[src/shared/pbc_pkg.sv]
package pbc_pkg;
  // ==========================================================
  // register byte addresses
  localparam logic [11:0] PBC_OFS_HEADER   = 12'h20C;
  localparam logic [11:0] PBC_OFS_SELECTOR = 12'h210;
  localparam logic [11:0] PBC_OFS_DATA     = 12'h214;
  localparam logic [11:0] PBC_OFS_ALLOC    = 12'h218;
  // ==========================================================
  // header fields
  localparam logic [15:0] PBC_CAP_ID       = 16'h0004;
  localparam logic [3:0]  PBC_CAP_VER      = 4'h1;
  localparam logic [11:0] PBC_NEXT_UP      = 12'h230;
  localparam logic [11:0] PBC_NEXT_DOWN    = 12'h220;
  localparam int          PBC_ID_LSB       = 0;
  localparam int          PBC_VER_LSB      = 16;
  localparam int          PBC_NEXT_LSB     = 20;
  // ==========================================================
  // selector indices and reset
  localparam logic [7:0]  PBC_SEL_RST      = 8'h00;
  localparam logic [7:0]  PBC_SEL_D0_MAX   = 8'h00;
  localparam logic [7:0]  PBC_SEL_D0_SUST  = 8'h01;
  // ==========================================================
  // data word field positions
  localparam int          PBC_BASE_LSB     = 0;
  localparam int          PBC_SCALE_LSB    = 8;
  localparam int          PBC_SUB_LSB      = 10;
  localparam int          PBC_PMST_LSB     = 13;
  localparam int          PBC_TYPE_LSB     = 15;
  localparam int          PBC_RAIL_LSB     = 18;
  // ==========================================================
  // data word and alloc flag reset values
  localparam logic [7:0]  PBC_BASE_RST     = 8'h04;
  localparam logic [1:0]  PBC_SCALE_RST    = 2'h0;
  localparam logic [2:0]  PBC_SUB_RST      = 3'h0;
  localparam logic [1:0]  PBC_PMST_RST     = 2'h0;
  localparam logic [2:0]  PBC_TYPE_RST     = 3'h7;
  localparam logic [2:0]  PBC_RAIL_RST     = 3'h2;
  localparam logic        PBC_ALLOC_RST    = 1'b0;
  // ==========================================================
  // ahb encodings
  localparam logic [1:0]  PBC_HTRANS_NSEQ  = 2'h2;
  localparam logic [2:0]  PBC_HSIZE_WORD   = 3'h2;
endpackage

[src/pbc_entry.sv]
`timescale 1ns/1ps
`default_nettype none
// ==========================================================
// override-able budget entry, loaded by sideband only
module pbc_entry
  import pbc_pkg::*;
(
  input  wire logic       clk,
  input  wire logic       rst,
  // sideband load
  input  wire logic       load,
  input  wire logic [7:0] base_in,
  input  wire logic [1:0] scale_in,
  input  wire logic [1:0] pmst_in,
  // held values
  output logic      [7:0] base_q,
  output logic      [1:0] scale_q,
  output logic      [1:0] pmst_q
);
  // sideband is the only writer
  always_ff @(posedge clk) begin
    if (rst) begin
      base_q  <= PBC_BASE_RST;
      scale_q <= PBC_SCALE_RST;
      pmst_q  <= PBC_PMST_RST;
    end else if (load) begin
      base_q  <= base_in;
      scale_q <= scale_in;
      pmst_q  <= pmst_in;
    end
  end
endmodule
`default_nettype wire

[src/pbc_regs.sv]
`timescale 1ns/1ps
`default_nettype none
module pbc_regs
  import pbc_pkg::*;
(
  // clock and reset
  input  wire logic        CLK,
  input  wire logic        RST,
  // port role strap, 1 = upstream port
  input  wire logic        UPSTREAM,
  // ahb-lite slave
  input  wire logic        HSEL,
  input  wire logic [11:0] HADDR,
  input  wire logic [1:0]  HTRANS,
  input  wire logic        HWRITE,
  input  wire logic [2:0]  HSIZE,
  input  wire logic [31:0] HWDATA,
  input  wire logic        HREADY,
  output logic      [31:0] HRDATA,
  output logic             HREADYOUT,
  output logic             HRESP,
  // sideband override (smbus, i2c, eeprom loader)
  input  wire logic        SB_LOAD,
  input  wire logic [7:0]  SB_BASE,
  input  wire logic [1:0]  SB_SCALE,
  input  wire logic [1:0]  SB_PMST,
  input  wire logic        SB_ALLOC,
  // state shown to the port
  output logic      [7:0]  SELECTOR,
  output logic             SYS_ALLOC
);
  // ==========================================================
  // declarations
  logic        act_q;
  logic        wr_q;
  logic [11:0] adr_q;
  logic [7:0]  sel_q;
  logic        alloc_q;
  logic        strap_q;
  logic [2:0]  strap_sync_q;
  logic [7:0]  base_v;
  logic [1:0]  scale_v;
  logic [1:0]  pmst_v;
  logic [31:0] rdata_d;
  logic [31:0] rdata_q;
  logic        take;

  // ==========================================================
  // address decode helper
  function automatic logic hit(input logic [11:0] a, input logic [11:0] ofs);
    hit = (a[11:2] == ofs[11:2]);
  endfunction

  // ==========================================================
  // sideband override storage
  pbc_entry u_entry (
    .clk      (CLK),
    .rst      (RST),
    .load     (SB_LOAD),
    .base_in  (SB_BASE),
    .scale_in (SB_SCALE),
    .pmst_in  (SB_PMST),
    .base_q   (base_v),
    .scale_q  (scale_v),
    .pmst_q   (pmst_v)
  );

  // allocated flag, sideband only
  always_ff @(posedge CLK) begin
    if (RST) begin
      alloc_q <= PBC_ALLOC_RST;
    end else if (SB_LOAD) begin
      alloc_q <= SB_ALLOC;
    end
  end

  // port role pin, three-stage sync, taken once stages two and three agree
  always_ff @(posedge CLK) begin
    strap_sync_q <= {strap_sync_q[1:0], UPSTREAM};
    if (strap_sync_q[1] == strap_sync_q[2]) begin
      strap_q <= strap_sync_q[2];
    end
  end

  // ==========================================================
  // ahb address phase capture
  assign take = HSEL && HREADY && (HTRANS == PBC_HTRANS_NSEQ);

  always_ff @(posedge CLK) begin
    if (RST) begin
      act_q <= 1'b0;
      wr_q  <= 1'b0;
      adr_q <= 12'h000;
    end else if (HREADY) begin
      act_q <= take;
      wr_q  <= take && HWRITE && (HSIZE == PBC_HSIZE_WORD);
      adr_q <= HADDR;
    end
  end

  // selector, the only software-writable field
  always_ff @(posedge CLK) begin
    if (RST) begin
      sel_q <= PBC_SEL_RST;
    end else if (act_q && wr_q && hit(adr_q, PBC_OFS_SELECTOR)) begin
      sel_q <= HWDATA[7:0];
    end
  end

  // ==========================================================
  // read mux, evaluated at address phase
  always_comb begin
    rdata_d = 32'h0000_0000;
    if (hit(HADDR, PBC_OFS_HEADER)) begin
      rdata_d[PBC_ID_LSB +: 16]  = PBC_CAP_ID;
      rdata_d[PBC_VER_LSB +: 4]  = PBC_CAP_VER;
      rdata_d[PBC_NEXT_LSB +: 12] = strap_q ? PBC_NEXT_UP : PBC_NEXT_DOWN;
    end else if (hit(HADDR, PBC_OFS_SELECTOR)) begin
      rdata_d[7:0] = sel_q;
    end else if (hit(HADDR, PBC_OFS_DATA)) begin
      if (sel_q == PBC_SEL_D0_MAX || sel_q == PBC_SEL_D0_SUST) begin
        rdata_d[PBC_BASE_LSB +: 8]  = base_v;
        rdata_d[PBC_SCALE_LSB +: 2] = scale_v;
        rdata_d[PBC_SUB_LSB +: 3]   = PBC_SUB_RST;
        rdata_d[PBC_PMST_LSB +: 2]  = pmst_v;
        rdata_d[PBC_TYPE_LSB +: 3]  = PBC_TYPE_RST;
        rdata_d[PBC_RAIL_LSB +: 3]  = PBC_RAIL_RST;
      end
    end else if (hit(HADDR, PBC_OFS_ALLOC)) begin
      rdata_d[0] = alloc_q;
    end
  end

  // read data register
  always_ff @(posedge CLK) begin
    if (RST) begin
      rdata_q <= 32'h0000_0000;
    end else if (take && !HWRITE) begin
      rdata_q <= rdata_d;
    end
  end

  // ==========================================================
  // outputs, zero wait state and always okay
  assign HRDATA    = rdata_q;
  assign HREADYOUT = 1'b1;
  assign HRESP     = 1'b0;
  assign SELECTOR  = sel_q;
  assign SYS_ALLOC = alloc_q;
endmodule
`default_nettype wire

[config.mk]
export PLATFORM = sky130hd
export DESIGN_NAME = pbc_regs
export DESIGN_NICKNAME = d
export VERILOG_FILES = /design/src/shared/pbc_pkg.sv /design/src/pbc_entry.sv /design/src/pbc_regs.sv
export SDC_FILE = /design/constraint.sdc
export NUM_CORES = 1
export LEC_CHECK = 0
export BUFFER_PORTS_ARGS = -buffer_cell sky130_fd_sc_hd__buf_2
export CAP_MARGIN = 10
export CELL_PAD_IN_SITES_DETAIL_PLACEMENT = 2
export CELL_PAD_IN_SITES_GLOBAL_PLACEMENT = 2
export CORE_MARGIN = 4
export CORE_UTILIZATION = 28
export CTS_CLUSTER_DIAMETER = 30
export DETAILED_ROUTE_END_ITERATION = 8
export GPL_TIMING_DRIVEN = 0
export PLACE_DENSITY_LB_ADDON = 0.3
export SETUP_SLACK_MARGIN = 0.02
export SLEW_MARGIN = 30
export SYNTH_ARGS = -nofsm -noshare
export SYNTH_HDL_FRONTEND = slang
export SYNTH_HIERARCHICAL = 1
export SYNTH_SLANG_ARGS = --single-unit
[constraint.sdc]
create_clock -name CLK -period 2.1 [get_ports CLK]
set_input_delay 0.42 -clock CLK [delete_from_list [all_inputs] [get_ports CLK]]
set_output_delay 0.42 -clock CLK [all_outputs]
set_load 0.01 [all_outputs]
Word-level counts from Yosys, hierarchy flattened
Index checks and enable logic that the tools add are counted.
Word-level totals
  bits in registers: 71
  input port bits: 69
  output and inout port bits: 43
  word-level logic and storage cells: 39
Operators by class
  eq/ne operators: 9
  muxes and demuxes: 9
  reduce and logical (&&, ||, !) cells: 10
Operator list (count)
  $eq 10x8->1 const B: 5
  $mux 20: 2
  $mux 21: 1
  $mux 13: 1
  $mux 9: 1
  $eq 8x1->1 const B: 1
  $logic_not 8->1: 1
  $mux 8: 1
  $logic_and 1x1->1: 7
  $mux 5: 1
  $eq 3x2->1 const B: 1
  $eq 2x2->1 const B: 1
  $mux 1: 2
  $eq 1x1->1: 1
  $logic_not 1->1: 1
  $logic_or 1x1->1: 1

Longest topological paths before layout
Gate-level depths: netlist of the first run.
  depth in word-level cells: 6
  depth in mapped cells: 6
  mapped depth without buffers: 4

Modules after synthesis
The synthesis of the first run kept the hierarchy.
By module, submodules not included
  pbc_regs: instances 1, cells an instance 180, area each 1820.5 um^2
  pbc_entry: instances 1, cells an instance 38, area each 422.9 um^2

Worst setup path after synthesis of the first run
OpenSTA, ideal clock, no wires.
  path kind: input-to-reg
  start: in RST
  end: reg rdata_q[13] (netlist: HRDATA[13])
  library setup time: 60 ps
  arrival: 1489 ps
  path slack: 552 ps
  stages: 5
  buffers on the path: 1
  path through: buf_2 > nor3b_2 > nand4_4 > nor3b_4 > a22o_1
RTL lines
  from (decl): RTL line pbc_regs.sv:8  | input wire logic RST,
  to (signal assigned): RTL line pbc_regs.sv:139  | rdata_q <= rdata_d;
  to (decl): RTL line pbc_regs.sv:45  | logic [31:0] rdata_q;

Worst setup path in the final report of the first run
  start: reg sel_q[1] (netlist: SELECTOR[1])
  end: reg rdata_q[13] (netlist: HRDATA[13])
On the way
  cells in the longest elaborated chain, start to end: 6
  elaborated cells between the ends (all ways): 7
  those cells by class: 1 x eq/ne; 4 x mux; 2 x reduce/logical
RTL lines
  from (decl): RTL line pbc_regs.sv:37  | logic [7:0] sel_q;
  from (signal assigned): RTL line pbc_regs.sv:106  | sel_q <= HWDATA[7:0];
  $eq 8x1->1 / $logic_not 8->1 (equally long branches): RTL line pbc_regs.sv:121  | if (sel_q == PBC_SEL_D0_MAX || sel_q == PBC_SEL_D0_SUST) begin
  $logic_or 1x1->1 (*): RTL line pbc_regs.sv:121
  $mux 20 (*): RTL line pbc_regs.sv:121
  $mux 20 (*): RTL line pbc_regs.sv:120  | end else if (hit(HADDR, PBC_OFS_DATA)) begin
  $mux 13 (*): RTL line pbc_regs.sv:118  | end else if (hit(HADDR, PBC_OFS_SELECTOR)) begin
  $mux 21 (*): RTL line pbc_regs.sv:114  | if (hit(HADDR, PBC_OFS_HEADER)) begin
Every way passes the cells marked *; elsewhere a longest branch is shown, timed or not.
A chain may end at the register's enable or synchronous reset.

==> results of run 1 <==
## through the flow
step	total power [mW]	util (%)	cell area, um^2
after floorplan	1.20	-	2290
after global placement	1.27	35.6	2770
after detailed placement	1.28	35.6	2770
after CTS	1.99	37.0	2880
after global routing	2.06	37.0	2880
final	1.96	37.0	2880
## layer usage
metal	vias up	part of all wire (%)	GRT usage, %
met5	-	0	0
met2	53	49	21.9
met1	874	44	15.3
met4	0	0.89	2.88
li1	898	-	-
met3	6	5.9	3.80
## worst max-delay path, delay by kind of cell, from the launching register on
family | cells | cell delay, ns
AND/OR/NAND/NOR | 3 | 1.13
flip-flops | 1 | 0.36
AO/OA/AOI/OAI | 1 | 0.21
## power by group
part	switching (mW)	internal [mW]	total, mW	leakage [nW]
combinational	0.0991	0.0965	0.196	0.964
clock	0.346	0.358	0.704	0.0585
sequential	0.0174	1.04	1.06	0.435
total	0.463	1.50	1.96	1.46
## sequential cells by signal, summed over array words and instances, names as in the netlist
| register | flops |
|---|---|
| SYS_ALLOC | 1 |
| u_entry/scale_q | 2 |
| u_entry/pmst_q | 2 |
| act_q | 1 |
| SELECTOR | 8 |
| HRDATA | 16 |
| u_entry/base_q | 8 |
| strap_sync_q | 3 |
| wr_q | 1 |
| strap_q | 1 |
| adr_q | 10 |
## final cells by class
cell class | instances | area (um^2) | share of cell area (%)
inverter | 1 | 3.75 | 0.130
clock buffer | 5 | 68.8 | 2.39
sequential | 53 | 1070 | 37.2
buffer | 29 | 190 | 6.61
multi-input combinational | 148 | 1030 | 35.7
timing repair buffer | 69 | 345 | 12.0
clock inverter | 3 | 43.8 | 1.52
tap | 102 | 128 | 4.43
## final timing paths
| path | from | end | slack (ns) | cells after the start |
|---|---|---|---|---|
| setup / recovery | SELECTOR[1] | HRDATA[13] | 0.36 | 4 |
| hold / removal | UPSTREAM | strap_sync_q[0] | 0.20 | 1 |
| setup reg to reg | SELECTOR[1] | HRDATA[13] | 0.36 | 4 |
| hold reg to reg | strap_sync_q[0] | strap_sync_q[1] | 0.34 | 0 |
## cells by family after synthesis
logic type      share of synthesized area, %
mux                                     14.3
xor+xnor                               0.390
flops                                   47.7
buf+inv                                 8.64
other cells                            0.335
compound gates                          9.37
simple gates                            19.2
## synth_stat cells, types with 2 or more instances
master and instances:
dfxtp_1 52, nor2_1 34, conb_1 2, buf_2 5
a211oi_1 2, clkbuf_1 5, a211o_2 2, mux2i_1 32
nor4b_1 2, a22o_1 4, buf_4 18, nand2_1 10
o2bb2ai_1 6, a21o_1 7, nor3b_2 3, nor3_1 2
nor2b_1 3, nor4bb_1 2, nand3_1 3, and3b_1 2
a21oi_1 6
==> key figures, run 1 <==
Run status
  • Outcome: completed

STA
  • PnR worst setup slack: between 0.3 and 0.4 ns
  • Max_slew headroom: a little over three fifths
  • Final slew viol count: 0
  • Final period demand of the worst path: ~1.7 ns
  • Period utilization: between 80 and 90%
  • RSZ-0062 raised after global routing: false
  • Final setup viols: 0
  • Worst-margin pin slew: 0.550 ns
  • Final Hold Vio Count: 0
  • Fmax: 575 MHz
  • Clock Skews: between 0.015 and 0.02 ns
  • Final Hold Slack: about 0.20 ns
  • TNS Setup: 0 ns

Finish
  • Share of cells above drive strength 1: roughly 36%
  • Fill cell count: between 900 and 1000
  • Most common cell after layout, fill and taps aside: buf_2
  • Most frequent cells in the layout: 74 x buf_2, 52 x dfxtp_1, 34 x nor2_1
  • Post-Layout Cell Count: roughly 400
  • Area Growth Syn to Fin: 28.3%
  • Inserted Diodes: 0
  • Layout Nets: 376

Hold path
  • Worst Hold Class: in2reg

Synthesis
  • Post-synth EDFFs: 1
  • Main flop type after synthesis: dfxtp_1
  • Ranking of synthesized cells by area: dfxtp_1 46%, mux2i_1 14%, buf_4 6.0%, nor2_1 5.7%, a21o_1 2.3%
  • Seq cells post-synth: 53
  • Mapped Cells: 218
  • Avg Inst Size Synth: between 10 and 15 um^2
  • Seq/Total Area, Yosys: about 48%
  • Synth cell types: 37
  • Largest area contributor in the netlist: dfxtp_1
  • Ys async rst share: 0%
  • Yosys warnings: 6
  • Yosys top cell area share: a little under half
  • Post-Synthesis Cell Area: approximately 2200 um^2

Power
  • Pwr/cell area: a little under 700 nW/um^2
  • P_leak: about 1.5 nW
  • Peak supply drop: about 0.26 mV

Worst setup path
  • Arr. time, crit path: slightly below 2 ns
  • Crit. End Element: flop
  • Critical path's largest stage delay: 0.44 ns
  • Worst setup SP type: flop
  • Slowest CP cell: nor3b_4
  • CP Max Fanout: 10
  • Critical path cell sequence: nor4_1 > and4b_2 > nor3b_4 > a22o_1
  • WS Path Type: reg2reg
  • Req. time, crit path: roughly 2.4 ns

Clocking
  • H-tree levels: 2
  • CTS tree: yes
  • Post-CTS Resized: 0
  • CTS root buffer: clkbuf_8
  • Clock latency on the worst-skew pair: a little over 0.3 ns
  • CTS buffer count: 5
  • Post-CTS setup buffers: 0
  • CTS max path bufs: 2
  • CTS Sinks: between 50 and 60
  • Hold_buf cts: 0
  • Clock transition at path regs: about 0.11 ns

Floorplan
  • Initial core utilization: 28.9%
  • Die Area: roughly 9500 um^2
  • # IOs: between 100 and 150
  • Die X: about 98 um
  • Height of the die: 97.5 um
  • Core area: 7770 um^2
  • Std-Cell Rows: 32

Detailed routing
  • Vias: between 1500 and 2000
  • Post-Route WL: about 6000 um
  • Antenna-violating nets left: 0
  • DRC: 0
  • Mean routed wirelength per cell: 14.5 um
  • Number of iterations in the first detailed-routing pass: 4
  • First-iteration detailed-routing DRC count: 36
  • Via-per-instance ratio: approximately 4.5

Global route
  • GRT Residual Overflow: 0
  • Vias in the first global route: 1995
  • First-pass GRT wire length: between 9000 and 10000 um
  • Initial antenna violation count: 0
  • GRT Total Usage: ~13%
  • Largest net degree at the start of global routing: 18

Placement
  • DP HPWL: about 4800 um
  • Placer Congestion: 0.674
  • Port-buffer cells: just under 70
  • Placed cells: roughly 400
  • Pre-CTS WS: just under 0.1 ns

Flow run
  • Max-Cap Viols: 0
Power figures use the tool's default switching activity.
==> run 2, diff against run 1 <==
ABC_AREA = 1   (was not set)
CORE_UTILIZATION = 24   (was 28)
clock period = 1.7 ns   (was 2.1 ns; I/O delays follow)
==> key figures, run 2 <==
Worst setup path
  • FF-to-FF End: SELECTOR[5]
  • Arr. time, crit path: around 1.6 ns
  • Slowest CP cell: dfxtp_1
  • WS Path Type: reg2reg
  • Crit. End Element: flop
  • R2R Setup Slk: ~0.25 ns
  • CP Max Fanout: 10
  • Req. time, crit path: around 1.9 ns
  • Critical path cell sequence: nor2_1 > nand3_1 > nor3_1 > nand2_1 > clkbuf_1 > o21ai_0 > a21oi_1
  • Worst setup SP type: flop
  • Delay-heaviest family, CP: simple AND/OR/NAND/NOR gates
  • Buf/Inv on CP: 1
  • R2R Path Start: adr_q[2]
  • Critical path startpoint: adr_q[2]
  • FF-to-FF path depth: 7
  • Critical path's largest stage delay: roughly 0.32 ns

Clocking
  • Hold_buf cts: 0
  • CTS max path bufs: 2
  • Clock latency on the worst-skew pair: about 0.32 ns
  • CTS root buffer: clkbuf_8
  • Post-CTS Resized: 0
  • Clock transition at path regs: about 0.11 ns
  • Post-CTS setup buffers: 0
  • CTS tree: yes
  • H-tree levels: 2
  • CTS Sinks: 53
  • CTS buffer count: 5

STA
  • Final Hold Vio Count: 0
  • Fmax: roughly 700 MHz
  • RSZ-0062 raised after global routing: false
  • Final setup viols: 0
  • Clock Skews: about 0.0074 ns
  • Final period demand of the worst path: approximately 1.4 ns
  • Final slew viol count: 0
  • Period utilization: 85.2%

Power
  • Design Power: roughly 2.3 mW
  • P_leak: 1.56 nW
  • Sw power: about 630 uW
  • Seq pwr share: around 57%
  • Clk network pwr share: 32.0%
  • Combinational share of power: 11.4%
  • Peak supply drop: between 0.3 and 0.4 mV
  • Pwr/cell area: around 750 nW/um^2
  • Switching part of the total: between 20% and 30%
  • Int Pwr: 1.70 mW

Global route
  • Initial antenna violation count: 0
  • First-pass GRT wire length: ~12000 um
  • Largest net degree at the start of global routing: 18
  • GRT Total Usage: about 13%
  • Vias in the first global route: around 2600
  • GRT Residual Overflow: 0

Synthesis
  • Seq/Total Area, Yosys: between 40 and 50%
  • Ys async rst share: 0%
  • Synth cell types: 28
  • Seq cells post-synth: 53
  • Ranking of synthesized cells by area: dfxtp_1 43%, nand2_1 11%, nor2_1 7.4%, inv_1 6.0%, buf_4 5.6%
  • Yosys warnings: 6
  • Post-synth EDFFs: 1
  • Post-Synthesis Cell Area: roughly 2400 um^2
  • Largest area contributor in the netlist: dfxtp_1
  • Most numerous cell in the Yosys netlist: nand2_1
  • Main flop type after synthesis: dfxtp_1
  • Mapped Cells: 340
  • Top post-synthesis cells by count: 69 x nand2_1, 52 x dfxtp_1, 48 x nor2_1
  • Yosys top cell area share: a little over two fifths
  • Avg Inst Size Synth: 7.14 um^2

Finish
  • Share of cells above drive strength 1: roughly 27%
  • Register area: about 1100 um^2
  • Max reg flops: 16
  • Inserted Diodes: 0
  • Most frequent cells in the layout: 74 x buf_2, 69 x nand2_1, 52 x dfxtp_1
  • Footprint of the multi-input gates: 1040 um^2
  • Area Growth Syn to Fin: 27.0%
  • Most common cell after layout, fill and taps aside: buf_2
  • Post-Layout Cell Count: approximately 560
  • Layout Nets: 499
  • Fin util: between 30% and 40%
  • Fill cell count: roughly 1200

Placement
  • DP HPWL: slightly above 6000 um
  • Placed cells: about 560
  • Placer Congestion: between 0.7 and 0.8
  • Port-buffer cells: 70

Hold path
  • Worst hold start: UPSTREAM
  • Worst Hold Class: in2reg
  • Hold Path Sink: strap_sync_q[0]
  • Hold-critical path depth: 1

Floorplan
  • # IOs: 112
  • Die X: 109 um
  • Initial core utilization: between 20% and 30%
  • Std-Cell Rows: 36
  • Die Area: 11800 um^2
  • Core area: roughly 10000 um^2
  • Height of the die: ~110 um

Detailed routing
  • First-iteration detailed-routing DRC count: 56
  • Number of iterations in the first detailed-routing pass: 4
  • Mean routed wirelength per cell: 13.3 um
  • DRC: 0
  • Via-per-instance ratio: between 4 and 5
  • Post-Route WL: between 7000 and 8000 um
  • Antenna-violating nets left: 0
  • Vias: 2387

Run status
  • Outcome: completed

Flow run
  • Max-Cap Viols: 0
[run 2: worst max path at each step]
stage	depth (start not counted)	end	slack (ns)
finish	7	SELECTOR[5]	0.25
global route	7	SELECTOR[6]	0.06
CTS	7	SELECTOR[5]	0.23
detailed placement	6	adr_q[6]	-0.01
global placement	6	adr_q[3]	0.05
floorplan	9	HRDATA[1]	0.45
[run 2: cell type report]
class                      count  share of cell area [%]
buffer                        29                    6.62
clock buffer                   5                    2.23
clock inverter                 3                   0.690
inverter                      42                    5.11
multi-input combinational    229                    33.8
sequential                    53                    34.7
tap                          133                    5.40
timing repair buffer          70                    11.4
[run 2: logic make-up (layout without fill, tap and decap cells)]
logic type	Yosys count	in the layout	share of synthesized area (%)
compound gates	50	50	10.7
xor+xnor	1	1	0.361
buf+inv	71	149	14.9
other cells	2	15	0.309
simple gates	163	163	29.6
flops	53	53	44.1
[run 2: power by group through the flow]
| stage | clock [mW] | combinational (mW) | sequential (mW) |
|---|---|---|---|
| floorplan | 0 | 0.164 | 1.34 |
| global placement | 0 | 0.259 | 1.34 |
| detailed placement | 0 | 0.267 | 1.35 |
| CTS | 0.789 | 0.268 | 1.32 |
| global route | 0.840 | 0.304 | 1.32 |
| finish | 0.743 | 0.265 | 1.32 |
[run 2: worst register-to-register path, cell delays in order, from the launching register on]
cell and delay, ns:
dfxtp_1 0.32, nor2_1 0.10, nand3_1 0.08, nor3_1 0.13
nand2_1 0.17, clkbuf_1 0.27, o21ai_0 0.21, a21oi_1 0.06
[run 2: metal layers]
| layer | part of all wire [%] | GRT usage, % | vias up |
|---|---|---|---|
| li1 | - | - | 1209 |
| met2 | 50 | 23.4 | 50 |
| met4 | 1.0 | 3.79 | 0 |
| met5 | 0 | 0 | - |
| met1 | 45 | 16.6 | 1120 |
| met3 | 4.5 | 2.75 | 8 |
[run 2: through the flow]
step / worst slack, ns / hold WS (ns) / instance area, um^2 / setup TNS [ns]
finish: 0.252 / 0.115 / 3080 / 0
global route: 0.0552 / 0.0937 / 3080 / 0
CTS: 0.230 / 0.106 / 3080 / 0
detailed placement: -0.0121 / 0.316 / 2990 / -0.0334
global placement: 0.0530 / 0.313 / 2990 / 0
floorplan: 0.446 / 0.310 / 2480 / 0
